[src/rtl/gauge_status_consts.vh]
// Purpose: Named constants for the gauge and error status summary block
// Assumes: 16-bit status and mask registers, 250 MHz ref_clk
// Notes: Definitions only
`ifndef GAUGE_STATUS_CONSTS_VH
`define GAUGE_STATUS_CONSTS_VH
`define REG_W 16
`define IDX_W 4
`define REG_ZERO 16'h0000
`define REG_ONES 16'hffff
// Implemented gauge condition bits: 0-7, 9, 10, 13, 14
`define GAUGE_USED 16'h66ff
`define BIT_ION_LOCK 0
`define BIT_ION_RANGE 1
`define BIT_ION_FAULT 2
`define BIT_ION_OVER 3
`define BIT_AN1 4
`define BIT_AN2 5
`define BIT_AN3 6
`define BIT_AN4 7
`define BIT_TG1_RANGE 9
`define BIT_TG1_FAULT 10
`define BIT_TG2_RANGE 13
`define BIT_TG2_FAULT 14
// Gauge status bits with no condition attached
`define BIT_SPARE0 8
`define BIT_SPARE1 11
`define BIT_SPARE2 12
`define BIT_SPARE3 15
`define BIT_ONE 16'h0001
`define SPOLL_ERR 1
`define SPOLL_GAUGE 2
// Command codes on the decoded command port
`define CMD_W 3
`define CMD_NONE 3'h0
`define CMD_EMASK_SET 3'h1
`define CMD_EMASK_BIT 3'h2
`define CMD_EMASK_QRY 3'h3
`define CMD_GMASK_SET 3'h4
`define CMD_GMASK_BIT 3'h5
`define CMD_GMASK_QRY 3'h6
`define CMD_GFLAG_QRY 3'h7
// Re-assertion interval of a persisting condition, in microseconds
`define RESET_INTERVAL_US 500000
`define CLK_MHZ 250
`endif

[src/rtl/cond_sync.v]
// Purpose: Two-stage synchroniser for the asynchronous gauge condition lines
// Assumes: Inputs come from outside the ref_clk domain
// Notes: First stage feeds only the second stage
`timescale 1ns/100ps
`default_nettype none
module cond_sync (
  // Clock and reset
  input wire ref_clk,
  input wire nrst,
  // Data
  input wire [15:0] async_in,
  output reg [15:0] sync_out
);
  reg [15:0] meta_r;

  always @(posedge ref_clk or negedge nrst) begin
    if (!nrst) begin
      meta_r <= 16'h0000;
      sync_out <= 16'h0000;
    end else begin
      meta_r <= async_in;
      sync_out <= meta_r;
    end
  end
endmodule
`default_nettype wire

[src/rtl/gauge_error_status_summary.v]
// Purpose: Sticky gauge status flags, gauge and error enable masks, summary bits
// Assumes: Host commands arrive already parsed as a one-cycle strobe with code
// Notes: Queries answer one cycle later on rsp_valid with rsp_data
`timescale 1ns/100ps
`default_nettype none
`include "gauge_status_consts.vh"
// Operation
// RL1 - Whole error mask write loads value
// RL2 - Indexed error mask write sets one bit
// RL3 - Error mask query returns whole mask
// RL4 - Indexed error mask query returns one bit
// RL5 - Error summary when error flags meet mask
// RL6 - Service request when summary and poll enable
// RL7 - Host clears error flags by reading them
// RL8 - Gauge flag query returns whole register
// RL9 - Indexed gauge flag query returns one bit
// RL10 - Whole gauge query clears all flags
// RL11 - Indexed gauge query clears only that bit
// RL12 - Ion gauge conditions set bits 0-3
// RL13 - Analog range conditions set bits 4-7
// RL14 - First thermal gauge sets bits 9, 10
// RL15 - Second thermal gauge sets bits 13, 14
// RL16 - Flags stay set until read or clear
// RL17 - Persisting condition resets flag within 0.5 s
// RL18 - Gauge summary when gauge flags meet mask
// RL19 - Unused gauge bits always read zero
// RL20 - Summaries recomputed continuously from masks
module gauge_error_status_summary #(
  parameter [31:0] RESET_INTERVAL_CYC = `RESET_INTERVAL_US * `CLK_MHZ
) (
  // Clock and reset
  input wire ref_clk,
  input wire nrst,
  // Gauge conditions, asynchronous levels
  input wire ion_lockout_flag,
  input wire ion_range_flag,
  input wire ion_fault_flag,
  input wire ion_overpressure_flag,
  input wire analog_one_range_flag,
  input wire analog_two_range_flag,
  input wire analog_three_range_flag,
  input wire analog_four_range_flag,
  input wire thermal_gauge_one_range_flag,
  input wire thermal_gauge_one_fault_flag,
  input wire thermal_gauge_two_range_flag,
  input wire thermal_gauge_two_fault_flag,
  // Error status register value, from the error status block
  input wire [15:0] error_flags,
  input wire [7:0] poll_enable,
  // Clear-status command and power-on status clear
  input wire clear_status,
  input wire power_on_clear_en,
  // Parsed host command
  input wire cmd_valid,
  input wire [2:0] cmd_code,
  input wire cmd_indexed,
  input wire [3:0] cmd_index,
  input wire [15:0] cmd_value,
  // Query answer
  output reg rsp_valid,
  output reg [15:0] rsp_data,
  // Masks, gauge flags, summaries and service request
  output reg [15:0] error_interrupt_mask,
  output reg [15:0] gauge_interrupt_mask,
  output reg [15:0] gauge_condition_flags,
  output reg error_summary_bit,
  output reg gauge_summary_bit,
  output reg service_request
);
  wire [15:0] cond_raw;
  wire [15:0] cond_s;
  reg [15:0] emask_nxt;
  reg [15:0] gmask_nxt;
  reg [15:0] flags_nxt;
  reg [15:0] rd_clr;
  reg [15:0] set_mask;
  reg [31:0] tick_cnt_r;
  reg [15:0] seen_r;
  reg pon_done_r;
  reg [15:0] rsp_nxt;
  reg rsp_v_nxt;
  reg err_hit;
  reg gauge_hit;
  wire tick;

  function [15:0] one_hot;
    input [3:0] idx;
    begin
      one_hot = `REG_ZERO | (`BIT_ONE << idx);
    end
  endfunction

  // Any status bit that meets its enable
  function any_hit;
    input [15:0] status;
    input [15:0] enable;
    begin
      any_hit = |(status & enable);
    end
  endfunction

  function [15:0] bit_update;
    input [15:0] cur;
    input idx_mode;
    input [3:0] idx;
    input [15:0] val;
    reg [15:0] one;
    begin
      one = one_hot(idx);
      if (idx_mode)
        bit_update = val[0] ? (cur | one) : (cur & ~one);
      else
        bit_update = val;
    end
  endfunction

  function [15:0] query;
    input [15:0] cur;
    input idx_mode;
    input [3:0] idx;
    begin
      if (idx_mode)
        query = {15'h0000, cur[idx]};
      else
        query = cur;
    end
  endfunction

  assign cond_raw[`BIT_ION_LOCK] = ion_lockout_flag; // RL12
  assign cond_raw[`BIT_ION_RANGE] = ion_range_flag; // RL12
  assign cond_raw[`BIT_ION_FAULT] = ion_fault_flag; // RL12
  assign cond_raw[`BIT_ION_OVER] = ion_overpressure_flag; // RL12
  assign cond_raw[`BIT_AN1] = analog_one_range_flag; // RL13
  assign cond_raw[`BIT_AN2] = analog_two_range_flag; // RL13
  assign cond_raw[`BIT_AN3] = analog_three_range_flag; // RL13
  assign cond_raw[`BIT_AN4] = analog_four_range_flag; // RL13
  assign cond_raw[`BIT_SPARE0] = 1'b0; // RL19
  assign cond_raw[`BIT_TG1_RANGE] = thermal_gauge_one_range_flag; // RL14
  assign cond_raw[`BIT_TG1_FAULT] = thermal_gauge_one_fault_flag; // RL14
  assign cond_raw[`BIT_SPARE1] = 1'b0; // RL19
  assign cond_raw[`BIT_SPARE2] = 1'b0; // RL19
  assign cond_raw[`BIT_TG2_RANGE] = thermal_gauge_two_range_flag; // RL15
  assign cond_raw[`BIT_TG2_FAULT] = thermal_gauge_two_fault_flag; // RL15
  assign cond_raw[`BIT_SPARE3] = 1'b0; // RL19

  cond_sync u_sync (
    .ref_clk(ref_clk),
    .nrst(nrst),
    .async_in(cond_raw),
    .sync_out(cond_s)
  );

  assign tick = (tick_cnt_r == RESET_INTERVAL_CYC - 32'h0000_0001);

  // A persisting condition sets its flag on a rising edge, or again at each
  // interval tick, so a read-cleared flag returns within the interval
  always @* begin
    set_mask = cond_s & (~seen_r | {`REG_W{tick}}) & `GAUGE_USED; // RL17
  end

  always @* begin
    emask_nxt = error_interrupt_mask;
    gmask_nxt = gauge_interrupt_mask;
    rd_clr = `REG_ZERO;
    rsp_nxt = `REG_ZERO;
    rsp_v_nxt = 1'b0;
    if (cmd_valid) begin
      case (cmd_code)
        `CMD_EMASK_SET: begin
          emask_nxt = cmd_value; // RL1
        end
        `CMD_EMASK_BIT: begin
          emask_nxt = bit_update(error_interrupt_mask, 1'b1, cmd_index, cmd_value); // RL2
        end
        `CMD_EMASK_QRY: begin
          rsp_nxt = query(error_interrupt_mask, cmd_indexed, cmd_index); // RL3 RL4
          rsp_v_nxt = 1'b1;
        end
        `CMD_GMASK_SET: begin
          gmask_nxt = cmd_value;
        end
        `CMD_GMASK_BIT: begin
          gmask_nxt = bit_update(gauge_interrupt_mask, 1'b1, cmd_index, cmd_value);
        end
        `CMD_GMASK_QRY: begin
          rsp_nxt = query(gauge_interrupt_mask, cmd_indexed, cmd_index);
          rsp_v_nxt = 1'b1;
        end
        `CMD_GFLAG_QRY: begin
          rsp_nxt = query(gauge_condition_flags, cmd_indexed, cmd_index); // RL8 RL9
          rsp_v_nxt = 1'b1;
          if (cmd_indexed)
            rd_clr = one_hot(cmd_index); // RL11
          else
            rd_clr = `REG_ONES; // RL10
        end
        default: begin
          rsp_v_nxt = 1'b0;
        end
      endcase
    end
    // Clear by read or clear-status; a simultaneous new event wins
    if (clear_status || (!pon_done_r && power_on_clear_en))
      rd_clr = `REG_ONES; // RL16
    flags_nxt = ((gauge_condition_flags & ~rd_clr) | set_mask) & `GAUGE_USED; // RL16 RL19
    // Summaries follow the next mask and flag values, so they move with them
    err_hit = any_hit(error_flags, emask_nxt); // RL5 RL20
    gauge_hit = any_hit(flags_nxt, gmask_nxt); // RL18 RL20
  end

  always @(posedge ref_clk or negedge nrst) begin
    if (!nrst) begin
      tick_cnt_r <= 32'h0000_0000;
      seen_r <= `REG_ZERO;
      pon_done_r <= 1'b0;
      error_interrupt_mask <= `REG_ZERO;
      gauge_interrupt_mask <= `REG_ZERO;
      gauge_condition_flags <= `REG_ZERO;
      rsp_valid <= 1'b0;
      rsp_data <= `REG_ZERO;
      error_summary_bit <= 1'b0;
      gauge_summary_bit <= 1'b0;
      service_request <= 1'b0;
    end else begin
      tick_cnt_r <= tick ? 32'h0000_0000 : tick_cnt_r + 32'h0000_0001;
      seen_r <= cond_s;
      pon_done_r <= 1'b1;
      error_interrupt_mask <= emask_nxt;
      gauge_interrupt_mask <= gmask_nxt;
      gauge_condition_flags <= flags_nxt;
      rsp_valid <= rsp_v_nxt;
      rsp_data <= rsp_nxt;
      // Error flags are cleared by their own read query elsewhere, not here
      error_summary_bit <= err_hit; // RL5 RL20 RL7
      gauge_summary_bit <= gauge_hit; // RL18 RL20
      service_request <= (err_hit & poll_enable[`SPOLL_ERR]) |
                         (gauge_hit & poll_enable[`SPOLL_GAUGE]); // RL6
    end
  end
endmodule
`default_nettype wire

[config.mk]
export PLATFORM = sky130hd
export DESIGN_NAME = gauge_error_status_summary
export DESIGN_NICKNAME = d
export VERILOG_FILES = /design/src/rtl/cond_sync.v /design/src/rtl/gauge_error_status_summary.v
export VERILOG_INCLUDE_DIRS = /design/src /design/src/rtl
export SDC_FILE = /design/constraint.sdc
export NUM_CORES = 1
export LEC_CHECK = 0
export BUFFER_PORTS_ARGS = -buffer_cell sky130_fd_sc_hd__buf_2
export CAP_MARGIN = 15
export CORE_MARGIN = 2
export CORE_UTILIZATION = 52
export CTS_BUF_LIST = sky130_fd_sc_hd__clkbuf_8
export CTS_CLUSTER_SIZE = 28
export DETAILED_ROUTE_END_ITERATION = 7
export PLACE_DENSITY = 0.79
export SLEW_MARGIN = 20
export SYNTH_ARGS = -nofsm -noshare
export SYNTH_HDL_FRONTEND = slang
export SYNTH_SLANG_ARGS = --single-unit
[constraint.sdc]
create_clock -name ref_clk -period 2.64 [get_ports ref_clk]
set_input_delay 0.264 -clock ref_clk [delete_from_list [all_inputs] [get_ports ref_clk]]
set_output_delay 0.264 -clock ref_clk [all_outputs]
set_load 0.005 [all_outputs]
==> impl_summary.md <==
Run status
The run finished, with violations left. The checks that failed: negative setup slack.

Detailed routing
For this block, the initial DRC count from the detailed router was 800. After detailed routing, the average wire length per cell comes to approximately 19 um. The first-pass iteration count of the detailed router is 6. Summing over every cut layer, the via total after detailed routing is 6,335. The final wirelength is just under 20,000 um. In this run the remaining antenna-violating nets after routing total 0. The via count normalized by instance count is between 6 and 7. In the routed design, unresolved DRC markers number 0.

Synthesis
Yosys mapped a number of flops with a built-in enable equal to 0. The share of synthesized flip-flops with an asynchronous set or reset is 1.000. The Yosys step of the flow raised 0 warnings.

The post-synthesis instance total is about 650. For this run, the leading register cell type out of synthesis is sky130_fd_sc_hd__dfrtp_1. The register area share after synthesis is 0.4926. The average instance area after synthesis is roughly 10 um^2. The post-synthesis instance area is 6756 um^2. The synthesized netlist contains 67 unique library cells.

The total of flip-flops plus latches after synthesis is between 100 and 150.

Power
The total power is 0.005106 W. The worst-case IR drop observed on VDD is around 0.46 mV. The reported leakage power is 4.148 nW. For this design the ratio of total power to cell area is just under 600 nW/um^2.

Die
The effective utilization at floorplan is 0.5332. The I/O pin count is roughly 130. The number of standard-cell rows in the floorplan is 41. The die is 118.0 um tall. The die is 118.0 um wide.

The die area is about 14,000 um^2. The core region area is 12,670 um^2.

CTS
For the worst-skew pair, the clock arrives at the later sink with an insertion delay of 0.46 ns. The clock drives 133 sinks. The number of buffers between clock root and the deepest sink is 2.

The number of clock buffers added by TritonCTS is 17. The H-tree was split into 4 levels. The clock tree from TritonCTS is done. The tree is rooted in a sky130_fd_sc_hd__clkbuf_8. The post-CTS clock slew at the launch and capture registers of the worst setup and hold paths is roughly 0.070 ns.

Placed design
The HPWL after detailed placement is about 15,000 um. The pre-CTS worst setup slack is -0.1937 ns. Routability-driven placement finished with a final weighted congestion of 0.9406. In this run the tool buffered the top-level ports with 122 buffer cells.

Worst setup path
By startpoint and endpoint, the worst setup path is classified as register to register. The flop-to-flop setup slack is -0.02 ns. The critical path arrival is about 3.0 ns. For this run, the slowest stage of the critical path takes 0.59 ns.

The endpoint type of the worst setup path is a register. The startpoint type of the worst setup path is a register. Data on the critical path is required at its endpoint by between 2 and 3 ns. Counting stages on the worst path, the most repeated cell is sky130_fd_sc_hd__or4_4.

The largest fanout of any net on the critical path is 7. Walking the worst path, the cells encountered are ha_2, nand2_1, or2_4, nor4_4, buf_6, o221a_4, or4_4, or4_4, a22o_1. Among all stages on the critical path, the largest delay is contributed by sky130_fd_sc_hd__or4_4.

GRT
The first global-routing pass estimated ~32,000 um of wire. In the global route stage, met1 resource usage came out at 0.3897. The number of global-route vias before repair is approximately 6,100. The maximum number of pins on one net before global-route repair is 73. The remaining global-route overflow is 0. For met3 alone, demand over resource in global routing was 0.07413. After global routing, the most crowded layer is met2. Across every metal layer, demand over resource in global routing totals 0.2892. For this run, global-route usage on met2 was measured as 0.4539. The initial antenna violation count is 0.

STA
Timing would allow up to 376.1 MHz. The count of pins over their slew limit is 0. In the finished design, the share of the clock period the worst path needs comes to 1.007. The worst slew slack as a fraction of its limit is 0.5482. The smallest clock period supported by the final layout is computed as approximately 2.7 ns. Setup repair after global routing could not meet its margin everywhere. The setup-violating endpoint count in the final report is 1.

For the pin with the worst max-slew slack, the measured transition is roughly 0.68 ns. The smallest setup slack after layout is -0.01902 ns. The final count of hold timing violations is 0. The worst clock skew is approximately 0.015 ns.

Layout
The area growth from synthesis to final layout is 29.93%. The utilization after layout is 0.6928. In the final layout, the share of cells above drive strength 1 is 0.3306. 0 antenna diodes ended up in the layout. At the end of the flow, the number of nets in the layout was 921.

Hold path
The type of the most critical hold path is primary input to register.

Job
The total of max-cap violations is 0.
kinds of logic after synthesis:
kind of cell    synth area share
fa+ha+maj               0.001852
simple gates              0.1731
buf+inv                  0.05481
flops                     0.4926
xor+xnor                 0.03870
mux                      0.04981
other cells             0.001112
compound gates            0.1880
registers in the layout, summed over array words and instances (netlist names):
register / cells
error_interrupt_mask: 16
pon_done_r: 1
gauge_interrupt_mask: 16
rsp_valid: 1
rsp_data: 16
u_sync.meta_r: 12
error_summary_bit: 1
service_request: 1
seen_r: 12
gauge_summary_bit: 1
u_sync.sync_out: 12
gauge_condition_flags: 12
tick_cnt_r: 32
report_power, final:
part | internal, W | total [W] | switching [W]
registers | 0.00215 | 0.00226 | 0.000109
clock network | 0.00123 | 0.00208 | 0.000851
logic | 0.000355 | 0.000763 | 0.000409
total | 0.00374 | 0.00511 | 0.00137
worst paths after layout:
kind	from	to	cells after the start
min in group asynchronous	nrst	rsp_data[10]	2
max in group asynchronous	nrst	pon_done_r	3
worst min-delay path	poll_enable[2]	service_request	2
worst max register to register	tick_cnt_r[1]	service_request	9
worst max-delay path	tick_cnt_r[1]	service_request	9
worst min register to register	u_sync.meta_r[1]	u_sync.sync_out[1]	0
area by class of cell:
type                       count  area [um^2]
timing repair buffer         228         1484
tap                          172        215.2
inverter                      37        138.9
clock buffer                  17        234.0
sequential                   133         3328
multi-input combinational    438         3127
clock inverter                15        251.5
fill                         942         3892
Yosys cell counts, types with 13 or more instances:
cell type	instances	area share
sky130_fd_sc_hd__nand3_1	13	0.0096
sky130_fd_sc_hd__nor2_1	48	0.027
sky130_fd_sc_hd__nor3_1	14	0.010
sky130_fd_sc_hd__inv_1	37	0.021
sky130_fd_sc_hd__buf_2	14	0.010
sky130_fd_sc_hd__dfrtp_1	133	0.49
sky130_fd_sc_hd__nand2b_1	13	0.012
sky130_fd_sc_hd__nand2_1	37	0.021
sky130_fd_sc_hd__a22oi_1	36	0.040
sky130_fd_sc_hd__clkbuf_1	28	0.016
sky130_fd_sc_hd__xnor2_1	16	0.021
sky130_fd_sc_hd__a21oi_1	22	0.016
sky130_fd_sc_hd__o21ai_0	50	0.037
cell usage in the layout (no fill, tap or decap), types with 9 or more instances in the layout:
master and count:
sky130_fd_sc_hd__nor3_1 14, sky130_fd_sc_hd__buf_4 88, sky130_fd_sc_hd__o31ai_1 9, sky130_fd_sc_hd__o211ai_1 11, sky130_fd_sc_hd__o2bb2ai_1 11, sky130_fd_sc_hd__nand2b_1 13, sky130_fd_sc_hd__dlygate4sd3_1 13, sky130_fd_sc_hd__a22oi_1 36
sky130_fd_sc_hd__xnor2_1 16, sky130_fd_sc_hd__buf_2 121, sky130_fd_sc_hd__mux4_2 12, sky130_fd_sc_hd__nand2_1 37, sky130_fd_sc_hd__inv_1 38, sky130_fd_sc_hd__a21oi_1 22, sky130_fd_sc_hd__xor2_1 12, sky130_fd_sc_hd__nand3_1 12
sky130_fd_sc_hd__clkbuf_8 17, sky130_fd_sc_hd__o21ai_0 50, sky130_fd_sc_hd__nor2_1 48, sky130_fd_sc_hd__nor2b_1 10, sky130_fd_sc_hd__dfrtp_1 133
per-stage QoR:
| stage | hold slack [ns] | area [um^2] | std cells | setup TNS, ns |
|---|---|---|---|---|
| 2_1_floorplan | -0.03159 | 6769 | 657 | 0 |
| 3_3_place_gp | 0.3148 | 8056 | 987 | -0.1567 |
| 3_5_place_dp | 0.3202 | 8056 | 987 | -0.3160 |
| 4_1_cts | 0.01031 | 8681 | 1032 | 0 |
| 5_1_grt | 0.008737 | 8778 | 1040 | -0.07432 |
| 6_report | 0.02259 | 8778 | 1040 | -0.01902 |
critical path: cells and delay by family (launching register included):
kind                       cells  cell delay (ns)
adders and majority gates      1             0.20
and+or+nand+nor                5             1.39
buffers and inverters          1             0.15
DFF                            1             0.39
AOI/OAI and AO/OA              2             0.42
per-layer routing:
metal | vias up | wire length (um)
met5 | - | 0
met4 | 0 | 592
met3 | 70 | 1832
met2 | 383 | 9160
met1 | 3068 | 8110
li1 | 2814 | -
timing repair:
item	in CTS	in global routing
hold buffers	13	0
setup buffers	0	8
cloned	0	0
gates resized for setup	1	7
endpoints found under the setup margin	2	2
endpoints found under the hold margin	83	0
pin swaps	0	7
(Power assumes the default switching activity.)
